$ cat src/tom_map.svh
// tom_map.svh: offsets, field positions, reset values and timing counts
// for the dual-channel torque-off monitor.
// assumes inclusion by bare name from the package and the monitor module.
`ifndef TOM_MAP_SVH
`define TOM_MAP_SVH

// ==========================================================================
// register offsets (16-bit register port address)
`define TOM_ADDR_MODE 16'h4190
`define TOM_ADDR_DLY 16'h4191
`define TOM_ADDR_FN0 16'h4199
`define TOM_ADDR_FN1 16'h419A
`define TOM_ADDR_FN2 16'h419C
`define TOM_ADDR_STAT 16'h41A0

// ==========================================================================
// reset values and field encodings
`define TOM_MODE_RST 1'h0
`define TOM_MODE_LATCH 1'h0
`define TOM_MODE_ALMSD 1'h1
`define TOM_DLY_RST 8'h00
`define TOM_DLY_MIN 8'h0B
`define TOM_DLY_MAX 8'h64
`define TOM_FN_RST 8'h00
`define TOM_FN_TOC 8'h01
// status field positions
`define TOM_ST_A 0
`define TOM_ST_B 1
`define TOM_ST_MON 2
`define TOM_ST_ALM 3
`define TOM_ST_RDY 4
`define TOM_ST_STATE 5

// ==========================================================================
// timing
`define TOM_CLK_NS 5
`define TOM_MS_NS 1000000
`define TOM_BLINK_MS 8'h7D

`endif

$ cat src/tom_pkg.sv
// tom_pkg.sv: types and shared helpers of the torque-off monitor.
// assumes tom_map.svh sits in the same folder.
`include "tom_map.svh"

package tom_pkg;

  // ========================================================================
  // control states, gray coded along normal -> alarm -> latched -> shutdown
  typedef enum logic [1:0] {
    TOM_NORMAL = 2'h0,
    TOM_CH_ALARM = 2'h1,
    TOM_LATCHED = 2'h3,
    TOM_ALM_SHUT = 2'h2
  } tom_state_type;

  // ========================================================================
  // off-to-on edge of a filtered level
  function automatic logic tom_rise(input logic prev, input logic cur);
    tom_rise = cur & ~prev;
  endfunction : tom_rise

endpackage : tom_pkg

$ cat src/tom_sync.sv
// tom_sync.sv: three-stage input synchroniser with agreement filter.
// assumes asynchronous pin levels; output follows when stages 2 and 3 agree.
`timescale 1ns/100ps
`default_nettype none

module tom_sync
  import tom_pkg::*;
#(
  parameter int W = 6
) (
  input wire logic i_clock,
  input wire logic i_arst_n,
  input wire logic i_clk_en,
  input wire logic [W-1:0] i_async,
  output logic [W-1:0] o_stable
);

  logic [W-1:0] s1_reg;
  logic [W-1:0] s2_reg;
  logic [W-1:0] s3_reg;
  logic [W-1:0] stable_next;

  // ========================================================================
  // agreement filter: a change counts only once stage 2 and 3 match
  always_comb begin
    stable_next = o_stable;
    for (int i = 0; i < W; i++) begin
      if (s2_reg[i] == s3_reg[i]) begin
        stable_next[i] = s3_reg[i];
      end
    end
  end

  // stage 1 feeds stage 2 only, to keep metastability contained
  always_ff @(posedge i_clock or negedge i_arst_n) begin
    if (!i_arst_n) begin
      s1_reg <= '0;
      s2_reg <= '0;
      s3_reg <= '0;
      o_stable <= '0;
    end else if (i_clk_en) begin
      s1_reg <= i_async;
      s2_reg <= s1_reg;
      s3_reg <= s2_reg;
      o_stable <= stable_next;
    end
  end

endmodule : tom_sync
`default_nettype wire

$ cat src/tom_monitor.sv
// tom_monitor.sv: dual-channel external torque-off logic of a motor driver.
// assumes active-high pins (1 = input on), pins asynchronous to i_clock,
// and excitation/pulse-mode commands from logic on i_clock.
//
// Contract
// - either torque-off input going off cuts motor power, beside free-run.
// - the power cut is a direct gate on the pins, not a command path.
// - while torque-off from the inputs is active the indicator blinks green.
// - a brake motor has its brake engaged once power is removed.
// - the monitor output is on only while both inputs are off.
// - one input off raises the channel alarm if the delay is 11 to 100 ms.
// - both inputs off enter latched torque-off or alarm shutdown per mode.
// - both inputs off request torque-off; contacts are separate outside.
// - latched mode clears on an off-to-on edge of an assigned clear input.
// - latched mode never clears while either input is off.
// - alarm shutdown clears on the rising edge of the alarm clear input.
// - clearing with excitation present re-excites and raises ready at once.
//
// Chosen here: the register addresses and the strobed register port.
`timescale 1ns/100ps
`default_nettype none
`include "tom_map.svh"

module tom_monitor
  import tom_pkg::*;
#(
  parameter int P_CYC_PER_MS = `TOM_MS_NS / `TOM_CLK_NS
) (
  input wire logic i_clock,
  input wire logic i_arst_n,
  input wire logic i_clk_en,
  input wire logic i_torque_off_input_a,
  input wire logic i_torque_off_input_b,
  input wire logic i_alarm_clear_input,
  input wire logic [2:0] i_gp_input,
  input wire logic i_excite_cmd,
  input wire logic i_pulse_mode,
  input wire logic [15:0] i_addr,
  input wire logic [15:0] i_wdata,
  input wire logic i_wr,
  input wire logic i_rd,
  output logic [15:0] o_rdata,
  output logic o_motor_power_en,
  output logic o_brake_release,
  output logic o_shutoff_monitor_output,
  output logic o_power_alarm_indicator_green,
  output logic o_ch_alarm,
  output logic o_ready,
  output logic o_direct_command_ready_output,
  output logic o_pulse_command_ready_output
);

  // ========================================================================
  // synchronised pins
  logic [5:0] pin_stable;
  logic in_a;
  logic in_b;
  logic alm_clr;
  logic [2:0] gp;

  // three flops plus agreement before any decision except the raw-pin power gate
  tom_sync #(.W(6)) u_sync (
    .i_clock(i_clock),
    .i_arst_n(i_arst_n),
    .i_clk_en(i_clk_en),
    .i_async({i_gp_input, i_alarm_clear_input,
              i_torque_off_input_b, i_torque_off_input_a}),
    .o_stable(pin_stable)
  );

  assign in_a = pin_stable[0];
  assign in_b = pin_stable[1];
  assign alm_clr = pin_stable[2];
  assign gp = pin_stable[5:3];

  // ========================================================================
  // register file
  logic mode_reg, mode_next;
  logic [7:0] dly_reg, dly_next;
  logic [7:0] fn_reg [3];
  logic [7:0] fn_next [3];
  logic [15:0] rdata_next;
  logic [15:0] status;

  // writes steer mode, delay and clear-input assignment; reads return state
  always_comb begin
    mode_next = mode_reg;
    dly_next = dly_reg;
    fn_next = fn_reg;
    rdata_next = 16'h0000;
    if (i_wr) begin
      case (i_addr)
        `TOM_ADDR_MODE: mode_next = i_wdata[0];
        `TOM_ADDR_DLY: dly_next = i_wdata[7:0];
        `TOM_ADDR_FN0: fn_next[0] = i_wdata[7:0];
        `TOM_ADDR_FN1: fn_next[1] = i_wdata[7:0];
        `TOM_ADDR_FN2: fn_next[2] = i_wdata[7:0];
        default: ;
      endcase
    end
    if (i_rd) begin
      case (i_addr)
        `TOM_ADDR_MODE: rdata_next = {15'h0000, mode_reg};
        `TOM_ADDR_DLY: rdata_next = {8'h00, dly_reg};
        `TOM_ADDR_FN0: rdata_next = {8'h00, fn_reg[0]};
        `TOM_ADDR_FN1: rdata_next = {8'h00, fn_reg[1]};
        `TOM_ADDR_FN2: rdata_next = {8'h00, fn_reg[2]};
        `TOM_ADDR_STAT: rdata_next = status;
        default: rdata_next = 16'h0000; // unmapped reads as zero
      endcase
    end
  end

  always_ff @(posedge i_clock or negedge i_arst_n) begin
    if (!i_arst_n) begin
      mode_reg <= `TOM_MODE_RST;
      dly_reg <= `TOM_DLY_RST;
      fn_reg <= '{`TOM_FN_RST, `TOM_FN_RST, `TOM_FN_RST};
      o_rdata <= 16'h0000;
    end else if (i_clk_en) begin
      mode_reg <= mode_next;
      dly_reg <= dly_next;
      fn_reg <= fn_next;
      o_rdata <= rdata_next;
    end
  end

  // ========================================================================
  // millisecond tick, discrepancy timer and blink timer
  logic [17:0] pre_reg, pre_next;
  logic ms_tick;
  logic [7:0] disc_reg, disc_next;
  logic [7:0] blink_reg, blink_next;
  logic blink_on_reg, blink_on_next;
  logic one_off;
  logic dly_ok;

  assign ms_tick = (pre_reg == 18'(P_CYC_PER_MS - 1));
  assign one_off = in_a ^ in_b;
  assign dly_ok = (dly_reg >= `TOM_DLY_MIN) && (dly_reg <= `TOM_DLY_MAX);

  // discrepancy time runs only while exactly one channel is off
  always_comb begin
    pre_next = ms_tick ? 18'h0_0000 : pre_reg + 18'h0_0001;
    disc_next = disc_reg;
    if (!one_off) begin
      disc_next = 8'h00;
    end else if (ms_tick && disc_reg != 8'hFF) begin
      disc_next = disc_reg + 8'h01; // saturates, never wraps
    end
    blink_next = blink_reg;
    blink_on_next = blink_on_reg;
    if (ms_tick) begin
      if (blink_reg == `TOM_BLINK_MS - 8'h01) begin
        blink_next = 8'h00;
        blink_on_next = ~blink_on_reg;
      end else begin
        blink_next = blink_reg + 8'h01;
      end
    end
  end

  always_ff @(posedge i_clock or negedge i_arst_n) begin
    if (!i_arst_n) begin
      pre_reg <= 18'h0_0000;
      disc_reg <= 8'h00;
      blink_reg <= 8'h00;
      blink_on_reg <= 1'b0;
    end else if (i_clk_en) begin
      pre_reg <= pre_next;
      disc_reg <= disc_next;
      blink_reg <= blink_next;
      blink_on_reg <= blink_on_next;
    end
  end

  // ========================================================================
  // torque-off state machine and registered outputs
  tom_state_type state_reg, state_next;
  logic alm_prev_reg;
  logic [2:0] gp_prev_reg;
  logic toc_edge;
  logic drive_en_reg, drive_en_next;
  logic mon_next, grn_next, rdy_next;

  // any input slot assigned the clear action may release latched mode
  always_comb begin
    toc_edge = 1'b0;
    for (int k = 0; k < 3; k++) begin
      if (fn_reg[k] == `TOM_FN_TOC && tom_rise(gp_prev_reg[k], gp[k])) begin
        toc_edge = 1'b1;
      end
    end
  end

  always_comb begin
    state_next = state_reg;
    case (state_reg)
      TOM_NORMAL: begin
        if (one_off && dly_ok && disc_reg >= dly_reg) begin
          state_next = TOM_CH_ALARM;
        end
      end
      TOM_CH_ALARM: begin
        if (in_a && in_b && tom_rise(alm_prev_reg, alm_clr)) begin
          state_next = TOM_NORMAL;
        end
      end
      TOM_LATCHED: begin
        if (in_a && in_b && toc_edge) begin
          state_next = TOM_NORMAL;
        end
      end
      TOM_ALM_SHUT: begin
        if (in_a && in_b && tom_rise(alm_prev_reg, alm_clr)) begin
          state_next = TOM_NORMAL;
        end
      end
      default: state_next = TOM_NORMAL;
    endcase
    // both off is the torque-off request and overrides everything
    if (!in_a && !in_b) begin
      state_next = (mode_reg == `TOM_MODE_LATCH) ? TOM_LATCHED
                                                 : TOM_ALM_SHUT;
    end
    // excitation follows in the very step that leaves torque-off
    drive_en_next = (state_next == TOM_NORMAL) && in_a && in_b
                    && i_excite_cmd;
    rdy_next = drive_en_next;
    mon_next = !in_a && !in_b;
    // blink while any channel holds power removed
    grn_next = (!in_a || !in_b || state_next == TOM_LATCHED
                || state_next == TOM_ALM_SHUT) ? blink_on_reg : 1'b1;
  end

  always_ff @(posedge i_clock or negedge i_arst_n) begin
    if (!i_arst_n) begin
      state_reg <= TOM_NORMAL;
      alm_prev_reg <= 1'b0;
      gp_prev_reg <= 3'h0;
      drive_en_reg <= 1'b0;
      o_brake_release <= 1'b0;
      o_shutoff_monitor_output <= 1'b0;
      o_power_alarm_indicator_green <= 1'b0;
      o_ch_alarm <= 1'b0;
      o_ready <= 1'b0;
      o_direct_command_ready_output <= 1'b0;
      o_pulse_command_ready_output <= 1'b0;
    end else if (i_clk_en) begin
      state_reg <= state_next;
      alm_prev_reg <= alm_clr;
      gp_prev_reg <= gp;
      drive_en_reg <= drive_en_next;
      o_brake_release <= drive_en_next; // brake holds when unpowered
      o_shutoff_monitor_output <= mon_next;
      o_power_alarm_indicator_green <= grn_next;
      o_ch_alarm <= (state_next == TOM_CH_ALARM);
      o_ready <= rdy_next;
      o_direct_command_ready_output <= rdy_next && !i_pulse_mode;
      o_pulse_command_ready_output <= rdy_next && i_pulse_mode;
    end
  end

  // ========================================================================
  // power gate: raw pins AND the registered enable; a pin going off cuts
  // power with no clock, so a stopped clock cannot hold the motor on
  always_comb begin
    o_motor_power_en = i_torque_off_input_a && i_torque_off_input_b
                       && drive_en_reg;
  end

  // status word for software
  always_comb begin
    status = 16'h0000;
    status[`TOM_ST_A] = in_a;
    status[`TOM_ST_B] = in_b;
    status[`TOM_ST_MON] = o_shutoff_monitor_output;
    status[`TOM_ST_ALM] = o_ch_alarm;
    status[`TOM_ST_RDY] = o_ready;
    status[`TOM_ST_STATE +: 2] = state_reg;
  end

endmodule : tom_monitor
`default_nettype wire

$ cat config.mk
export PLATFORM = sky130hd
export DESIGN_NAME = tom_monitor
export DESIGN_NICKNAME = d
export VERILOG_FILES = /design/src/tom_pkg.sv /design/src/tom_sync.sv /design/src/tom_monitor.sv
export VERILOG_INCLUDE_DIRS = /design/src
export SDC_FILE = /design/constraint.sdc
export NUM_CORES = 1
export LEC_CHECK = 0
export ABC_AREA = 1
export BUFFER_PORTS_ARGS = -buffer_cell sky130_fd_sc_hd__buf_2
export CAP_MARGIN = 40
export CORE_MARGIN = 3
export CORE_UTILIZATION = 45
export CTS_BUF_LIST = sky130_fd_sc_hd__clkbuf_2 sky130_fd_sc_hd__clkbuf_4 sky130_fd_sc_hd__clkbuf_8
export DETAILED_ROUTE_END_ITERATION = 8
export PLACE_DENSITY_LB_ADDON = 0.05
export SLEW_MARGIN = 20
export SYNTH_ARGS = -nofsm -noshare
export SYNTH_HDL_FRONTEND = slang
export SYNTH_SLANG_ARGS = --single-unit
$ cat constraint.sdc
create_clock -name i_clock -period 1.6 [get_ports i_clock]
set_input_delay 0.16 -clock i_clock [delete_from_list [all_inputs] [get_ports i_clock]]
set_output_delay 0.16 -clock i_clock [all_outputs]
set_load 0.01 [all_outputs]
==> impl_summary.log, run 1 <==
[metrics] antenna violations before repair: 0
[metrics] most area-hungry cell type in the Yosys netlist: dfrtp_1
[metrics] post-detailed-routing wire length: roughly 15000 µm
[metrics] vias in the first global route: 5017
[metrics] DIE HEIGHT: 119.8 µm
[metrics] sequential fraction of the synthesis area: 0.4811
[metrics] Detailed Routing Iterations Pass 1: 4
[metrics] Reg-to-Reg Start: pre_reg[0]$_DFFE_PN0P_
[metrics] average footprint of a synthesized cell: 7.926 µm²
[metrics] Area contributors post-synth: dfrtp_1 48%, nand2_1 12%, o21ai_0 6.7%
[metrics] Distinct cells, synth: 42
[metrics] Worst setup endpoint: pre_reg[11]$_DFFE_PN0P_
[metrics] number of buffers added on ports: 52
[metrics] crit path time final: 1.728 ns
[metrics] number of ports placed on the die boundary: 69
[metrics] synthesized netlist cell count: 735
[metrics] critical-path maximum fanout: 3
[metrics] First DRT Iteration DRCs: 327
[metrics] clock input transition at the sequential cells of the worst setup and hold paths: 0.11 ns
[metrics] share of synthesized flip-flops with an asynchronous set or reset: 1.000
[metrics] Crit Path Class: flip-flop to flip-flop
[metrics] total via count in the routed design: 5250
[metrics] Antenna Violating Nets Remaining: 0
[metrics] number of hold-slack violations in the final timing report: 0
[metrics] standard cell core area: 0.01231 mm²
[metrics] Final period util: 1.080
[metrics] CTS tree: done
[metrics] worst vdd rail ir drop: ~0.73 mV
[metrics] gp weighted congestion: ~0.87
[metrics] flip-flop count of the largest register, all copies and words added: 24
[metrics] synth-to-layout area growth: 31.36%
[metrics] kind of capture point of the worst setup path: flip-flop
[metrics] final-layout setup total negative slack: -1.713 ns
[metrics] Sink Count: 112
[metrics] Filler cells: 1127
[metrics] Max Root-Sink Buffers: 2
[metrics] H-tree lvl count: 3
[metrics] Worst Setup Slack, final: -0.1280 ns
[metrics] most frequent cells after synthesis: 183 x nand2_1, 112 x dfrtp_1, 87 x inv_1
[metrics] critical path launch point type: flip-flop
[metrics] Storage cell area: 0.002804 mm²
[metrics] total congestion overflow after global routing: 0
[metrics] first-pass GRT wire length: 23920 µm
[metrics] pin count of the biggest net entering global routing: 55
[metrics] mean routed wirelength per cell: roughly 14 µm
[metrics] Seq cells post-synth: 112
[metrics] fmax: 0.5787 GHz
[metrics] Die Width: around 120 µm
[metrics] Total Power Consumption: 6.887 mW
[metrics] area share of the leading cell type in the synthesized netlist: 0.4811
[metrics] area of combinational cells with multiple inputs: 0.002944 mm²
[metrics] Worst Hold Class: input pin to flip-flop
[metrics] gr usage total: 0.2088
[metrics] count of final setup violators: 25
[metrics] power density over the cells: 900.0 mW/mm²
[metrics] number of warnings issued by yosys: 0
[metrics] outcome: finished, violations left
[metrics] Layout Nets: 939
[metrics] vias per cell: 4.995
[metrics] fraction of final layout cells sized beyond drive strength 1: 0.2978
[metrics] reg2reg path depth: 10
[metrics] R2R setup slack: -0.13 ns
[metrics] most instantiated flip-flop cell in the synthesis netlist: dfrtp_1
[metrics] worst reg2reg path endpoint: pre_reg[11]$_DFFE_PN0P_
[metrics] number of enable flip-flop cells after synthesis: 0
[metrics] ANT cells: 0
[metrics] CTS Root Cell: clkbuf_8
[metrics] setup repair after global routing missed its margin: true
[metrics] remaining routing DRC violations: 0
[metrics] total clock buffers created by CTS: 9
[metrics] row cnt: 40
[metrics] worst hold-check slack: 0.07199 ns
[metrics] full die area: 0.01435 mm²
[metrics] max-slew violations: 0
[metrics] initial cell density of the core: 0.4732
[metrics] arrival time reported for the critical path endpoint: ~2.0 ns
[metrics] Lkg Pwr: 3.780 nW
[metrics] area of the mapped netlist: 0.005826 mm²
[metrics] worst skew pair latency: 0.40 ns
[metrics] count of max-cap constraint violations: 0
[metrics] required time at the endpoint of the critical path: between 1.5 and 2 ns
[metrics] detailed placement HPWL: 10530 µm
[metrics] most instantiated library cell after synthesis: nand2_1
[metrics] Worst setup startpoint: pre_reg[0]$_DFFE_PN0P_
[metrics] failing checks: setup timing
[metrics] worst clock skew: 0.01213 ns
## through the flow
step | setup slack [ns] | instance area [µm²] | util | std cells
floorplan | 0.04193 | 5864 | - | 742
global placement | -0.09052 | 6804 | 0.5526 | 1013
detailed placement | -0.1205 | 6804 | 0.5526 | 1013
CTS | -0.1243 | 7347 | 0.5967 | 1048
global route | -0.2998 | 7652 | 0.6215 | 1051
finish | -0.1280 | 7652 | 0.6215 | 1051
## worst max-delay path: stages, from the launching register on
cell and delay [ns]:
dfrtp_1 0.38, buf_4 0.14, inv_1 0.04, nor2_2 0.14, nand2_1 0.09, inv_1 0.09, nand4_1 0.17, nor3_1 0.26
inv_1 0.10, nor2_1 0.13, nor3_1 0.08
## routing by layer
metal	up-vias	part of all wire	GRT usage
met1	2475	0.46	0.2795
met4	0	0.018	0.06800
met5	-	0	0
li1	2649	-	-
met2	105	0.48	0.3386
met3	21	0.041	0.04618
## layout make-up
| cell class | instances | share of cell area |
|---|---|---|
| multi-input cells | 513 | 0.3847 |
| flip-flops and latches | 112 | 0.3664 |
| repair buffers | 151 | 0.1455 |
| inverters | 91 | 0.04595 |
| well taps | 168 | 0.02747 |
| clock buffers | 10 | 0.01717 |
| clock inverters | 6 | 0.01275 |
## layout by cell type (no fill, tap or decap), types with 3 or more instances in the layout
cell type,Yosys,routed
nand2_2,5,15
nor3_2,1,4
a21oi_2,0,11
nand2_1,183,169
buf_12,1,4
buf_2,3,51
inv_2,3,7
xor2_1,12,12
o21ai_2,2,8
nor2_1,67,57
o21ai_0,78,66
inv_1,87,81
inv_6,0,3
ha_1,16,9
nand4_1,10,10
nand2_4,1,5
o21bai_1,3,3
clkbuf_8,1,9
nand3_1,57,43
nor2_2,2,7
nor4_2,2,4
conb_1,1,8
ha_4,0,5
a21oi_1,17,6
buf_6,0,10
dlygate4sd3_1,0,8
nand3_2,2,15
dfrtp_1,112,111
o21ai_1,9,15
nor2_4,3,8
nor3_1,15,12
buf_4,10,78
## how the worst min path moves through the flow
stage / start / to / slack [ns] / cells past startpoint
after floorplan: i_arst_n / alm_prev_reg$_DFFE_PN0P_ / -0.14 / 0
final: i_wdata[6] / fn_reg[14]$_DFFE_PN0P_ / 0.07 / 3
after CTS: i_wdata[6] / fn_reg[14]$_DFFE_PN0P_ / 0.05 / 3
after global routing: i_wdata[4] / dly_reg[4]$_DFFE_PN0P_ / 0.08 / 3
after detailed placement: i_arst_n / fn_reg[22]$_DFFE_PN0P_ / 0.05 / 1
after global placement: i_arst_n / fn_reg[22]$_DFFE_PN0P_ / 0.05 / 1
## timing repair
item | CTS | global route
gates resized for setup | 44 | 76
endpoints found under the hold margin | 120 | 0
pin swaps | 17 | 48
buffers inserted | 10 | 7
cloned | 1 | 0
hold buffers | 8 | 0
endpoints found under the setup margin | 26 | 39
## where the power goes
group / leakage, nW / internal (mW) / switching (mW) / total, mW
clock: 0.117 / 0.925 / 1.04 / 1.96
sequential: 1.46 / 3.07 / 0.172 / 3.24
combinational: 2.20 / 0.749 / 0.939 / 1.69
total: 3.78 / 4.74 / 2.15 / 6.89
## cells by family (layout without fill, tap and decap cells)
logic type	count (synthesis)	count (layout)	share of synthesized area
adders and majority gates	16	16	0.03436
buffers and inverters	118	258	0.08763
xor gates and xnor gates	12	12	0.01804
other	1	8	0.0006437
DFF	112	112	0.4811
AOI/OAI and AO/OA	119	119	0.1089
and+or+nand+nor	357	358	0.2693
Note: power is estimated with default switching activity, not from simulation.
==> inputs of run 2 (changes only) <==
Settings changed: CORE_UTILIZATION 45 to 50.
==> run 2 against run 1 <==
The flow still finishes with violations (setup timing). Critical endpoint is now o_direct_command_ready_output$_DFFE_PN0P_. Clock skew increased by 0.0011 ns. Sequential share of layout area decreased by 0.56 points. Critical path type unchanged. Utilization increased by 7.7 points. Clock power decreased by 15%. Global-route usage increased by 3.1 points. Register-to-register slack got worse by 0.07 ns. Largest power group unchanged. Combinational power increased by 7%. Design area increased by 1.5%. First-iteration DRC count increased by 5.2%. Flip-flop and latch count unchanged. Fmax decreased by 4.1%.
==> impl_summary.log, run 2 (synthesis gave the netlist of run 1 again) <==
[metrics] outcome: finished, violations left
[metrics] failing checks: setup timing
[metrics] mean routed wirelength per cell: 14.95 µm (+6.5%)
[metrics] number of buffers added on ports: 52 (unchanged)
[metrics] remaining routing DRC violations: 0 (unchanged)
[metrics] final design instance area without fill: 0.007769 mm² (+1.5%)
[metrics] fraction of final layout cells sized beyond drive strength 1: 0.3196 (+0.02175)
[metrics] count of max-cap constraint violations: 0 (unchanged)
[metrics] worst hold-check slack: 0.08768 ns (+0.01569 ns)
[metrics] H-tree lvl count: 3 (unchanged)
[metrics] instance area after placement: 0.006749 mm² (-0.81%)
[metrics] gr usage total: 0.2399 (+0.03109)
[metrics] WP buf/inv: 1 (-3)
[metrics] Storage cell area: 0.002803 mm² (about the same)
[metrics] clock input transition at the sequential cells of the worst setup and hold paths: 0.11 ns (about the same)
[metrics] full die area: 0.01298 mm² (-9.5%)
[metrics] total clock buffers created by CTS: 9 (unchanged)
[metrics] CTS Root Cell: clkbuf_8
[metrics] worst hold start: i_wdata[2]
[metrics] gr busiest metal: met2
[metrics] reg2reg path depth: 13 (+3)
[metrics] Total Power Consumption: 6.745 mW (-2.1%)
[metrics] Worst Setup Slack, final: -0.2010 ns (-0.07300 ns)
[metrics] post-detailed-routing wire length: 15510 µm (+5.2%)
[metrics] pin count of the biggest net entering global routing: 40 (-27%)
[metrics] Final period util: 1.126 (+0.04562)
[metrics] DIE HEIGHT: 113.9 µm (-4.9%)
[metrics] total via count in the routed design: 5407 (+3.0%)
[metrics] worst reg2reg path endpoint: o_direct_command_ready_output$_DFFE_PN0P_
[metrics] ANT cells: 0 (unchanged)
[metrics] gp weighted congestion: 0.8873 (+1.9%)
[metrics] leading cell types in the layout, fill and taps excluded: 164 x nand2_1, 112 x dfrtp_1, 90 x buf_4
[metrics] Worst Hold Path Cells: 3 (unchanged)
[metrics] critical path launch point type: flip-flop
[metrics] grt met2 use: 0.4223 (+0.08370)
[metrics] Filler cells: 904 (-20%)
[metrics] Max Root-Sink Buffers: 2 (unchanged)
[metrics] count of final setup violators: 32 (+28%)
[metrics] Crit Path Class: flip-flop to flip-flop
[metrics] First DRT Iteration DRCs: 344 (+5.2%)
[metrics] kind of capture point of the worst setup path: flip-flop
[metrics] total congestion overflow after global routing: 0 (unchanged)
[metrics] Global Route met1 Usage: 0.3116 (+0.03215)
[metrics] row cnt: 38 (-5.0%)
[metrics] arrival time reported for the critical path endpoint: 2.09 ns (+0.07 ns)
[metrics] vias in the first global route: 5344 (+6.5%)
[metrics] largest incremental delay on the critical path: 0.39 ns (about the same)
[metrics] number of hold-slack violations in the final timing report: 0 (unchanged)
[metrics] worst vdd rail ir drop: 0.6638 mV (-9.3%)
[metrics] critical-path maximum fanout: 3 (unchanged)
[metrics] Sink Count: 112 (unchanged)
[metrics] Detailed Routing Iterations Pass 1: 5 (+1)
[metrics] detailed placement HPWL: 10580 µm (+0.48%)
[metrics] cells along the critical path: inv_2, ha_1, nand2_1, nor2_1, nand2_1, nand2_2, nand2_1, nand2_1, nand3_2, nand2_4, nor2_4, nand2_1, nand2_1
[metrics] Critical Path Most Common Cell: nand2_1
[metrics] required time at the endpoint of the critical path: 1.89 ns (about the same)
[metrics] max-slew violations: 0 (unchanged)
[metrics] Hold Path Sink: fn_reg[10]$_DFFE_PN0P_
[metrics] CTS tree: done
[metrics] flip-flop count of the largest register, all copies and words added: 24 (unchanged)
[metrics] vias per cell: 5.209 (+4.3%)
[metrics] Worst Hold Class: input pin to flip-flop
[metrics] initial cell density of the core: 0.5236 (+0.05045)
[metrics] synth-to-layout area growth: 33.35%
[metrics] area of combinational cells with multiple inputs: 0.003025 mm² (+2.8%)
[metrics] worst setup slack before clock tree synthesis: -0.2498 ns (-0.1293 ns)
[metrics] Lkg Pwr: 3.869 nW (+2.4%)
[metrics] worst skew pair latency: 0.40 ns (about the same)
[metrics] fmax: 0.5552 GHz (-4.1%)
[metrics] met3 track demand over resource in global routing: 0.04668 (+0.0005015)
[metrics] Antenna Violating Nets Remaining: 0 (unchanged)
[metrics] crit path time final: 1.801 ns (+0.07300 ns)
[metrics] power density over the cells: 868.3 mW/mm² (-3.5%)
[metrics] worst clock skew: 0.01326 ns (+0.001129 ns)
[metrics] Layout Nets: 954 (+1.6%)
[metrics] Die Width: 113.9 µm (-4.9%)
[metrics] antenna violations before repair: 0 (unchanged)
[metrics] standard cell core area: 0.01113 mm² (-9.6%)
[metrics] cell family contributing the most delay on the critical path: simple AND/OR/NAND/NOR gates
[metrics] setup repair after global routing missed its margin: true
[metrics] number of ports placed on the die boundary: 69 (unchanged)
[metrics] most common cell after layout, fill and taps aside: nand2_1
[metrics] first-pass GRT wire length: 24890 µm (+4.1%)
[metrics] cell type of the slowest stage on the worst timing path: dfrtp_1
[metrics] Reg-to-Reg Start: dly_reg[6]$_DFFE_PN0P_
[metrics] R2R setup slack: -0.20 ns (-0.07 ns)
==> run 2: metal layers <==
metal,part of all wire,wire [µm],vias to the layer above
met5,0,0,-
met4,0.015,230,0
met3,0.051,786,25
met2,0.51,7933,152
met1,0.42,6563,2556
li1,-,-,2674
==> run 2: metrics by stage <==
step,utilization,setup TNS (ns),std cells
after global placement,0.6066,-0.8389,984
after detailed placement,0.6066,-2.764,984
after CTS,0.6608,-2.123,1030
final,0.6983,-2.693,1038
after floorplan,-,0,742
after global routing,0.6983,-6.549,1038
==> run 2: report_power, final <==
group	internal (mW)	switching, mW
Clock	0.597	1.07
Sequential	3.07	0.204
Combinational	0.808	1.00
==> run 2: timing repair <==
action | 4_1_cts | 5_1_grt
hold buffers | 8 | 0
hold endpoints to repair | 37 | 0
gates resized for setup | 47 | 95
gates cloned | 1 | 0
setup buffers | 23 | 13
pin swaps | 29 | 46
endpoints found under the setup margin | 25 | 40
==> run 2: worst min-delay path: cells and delay by family <==
family / cells / cell delay, ns
buffers and inverters: 2 / 0.15
AO/OA/AOI/OAI: 1 / 0.13
==> run 2: worst max-delay path by stage <==
stage	start	to	slack (ns)	cells past startpoint
finish	dly_reg[6]$_DFFE_PN0P_	o_direct_command_ready_output$_DFFE_PN0P_	-0.20	13
detailed placement	u_sync.o_stable[1]$_DFFE_PN0P_	o_direct_command_ready_output$_DFFE_PN0P_	-0.25	11
floorplan	pre_reg[0]$_DFFE_PN0P_	pre_reg[14]$_DFFE_PN0P_	0.04	12
global route	dly_reg[6]$_DFFE_PN0P_	o_direct_command_ready_output$_DFFE_PN0P_	-0.33	13
CTS	u_sync.o_stable[1]$_DFFE_PN0P_	o_direct_command_ready_output$_DFFE_PN0P_	-0.13	12
global placement	u_sync.o_stable[0]$_DFFE_PN0P_	o_direct_command_ready_output$_DFFE_PN0P_	-0.11	11
==> run 2: final cells by class <==
cell class	count	share of cell area
multi-input cells	513	0.3894
flip-flops and latches	112	0.3608
repair buffers	166	0.1582
inverters	91	0.04542
well taps	140	0.02255
clock buffers	9	0.01594
clock inverters	7	0.007731
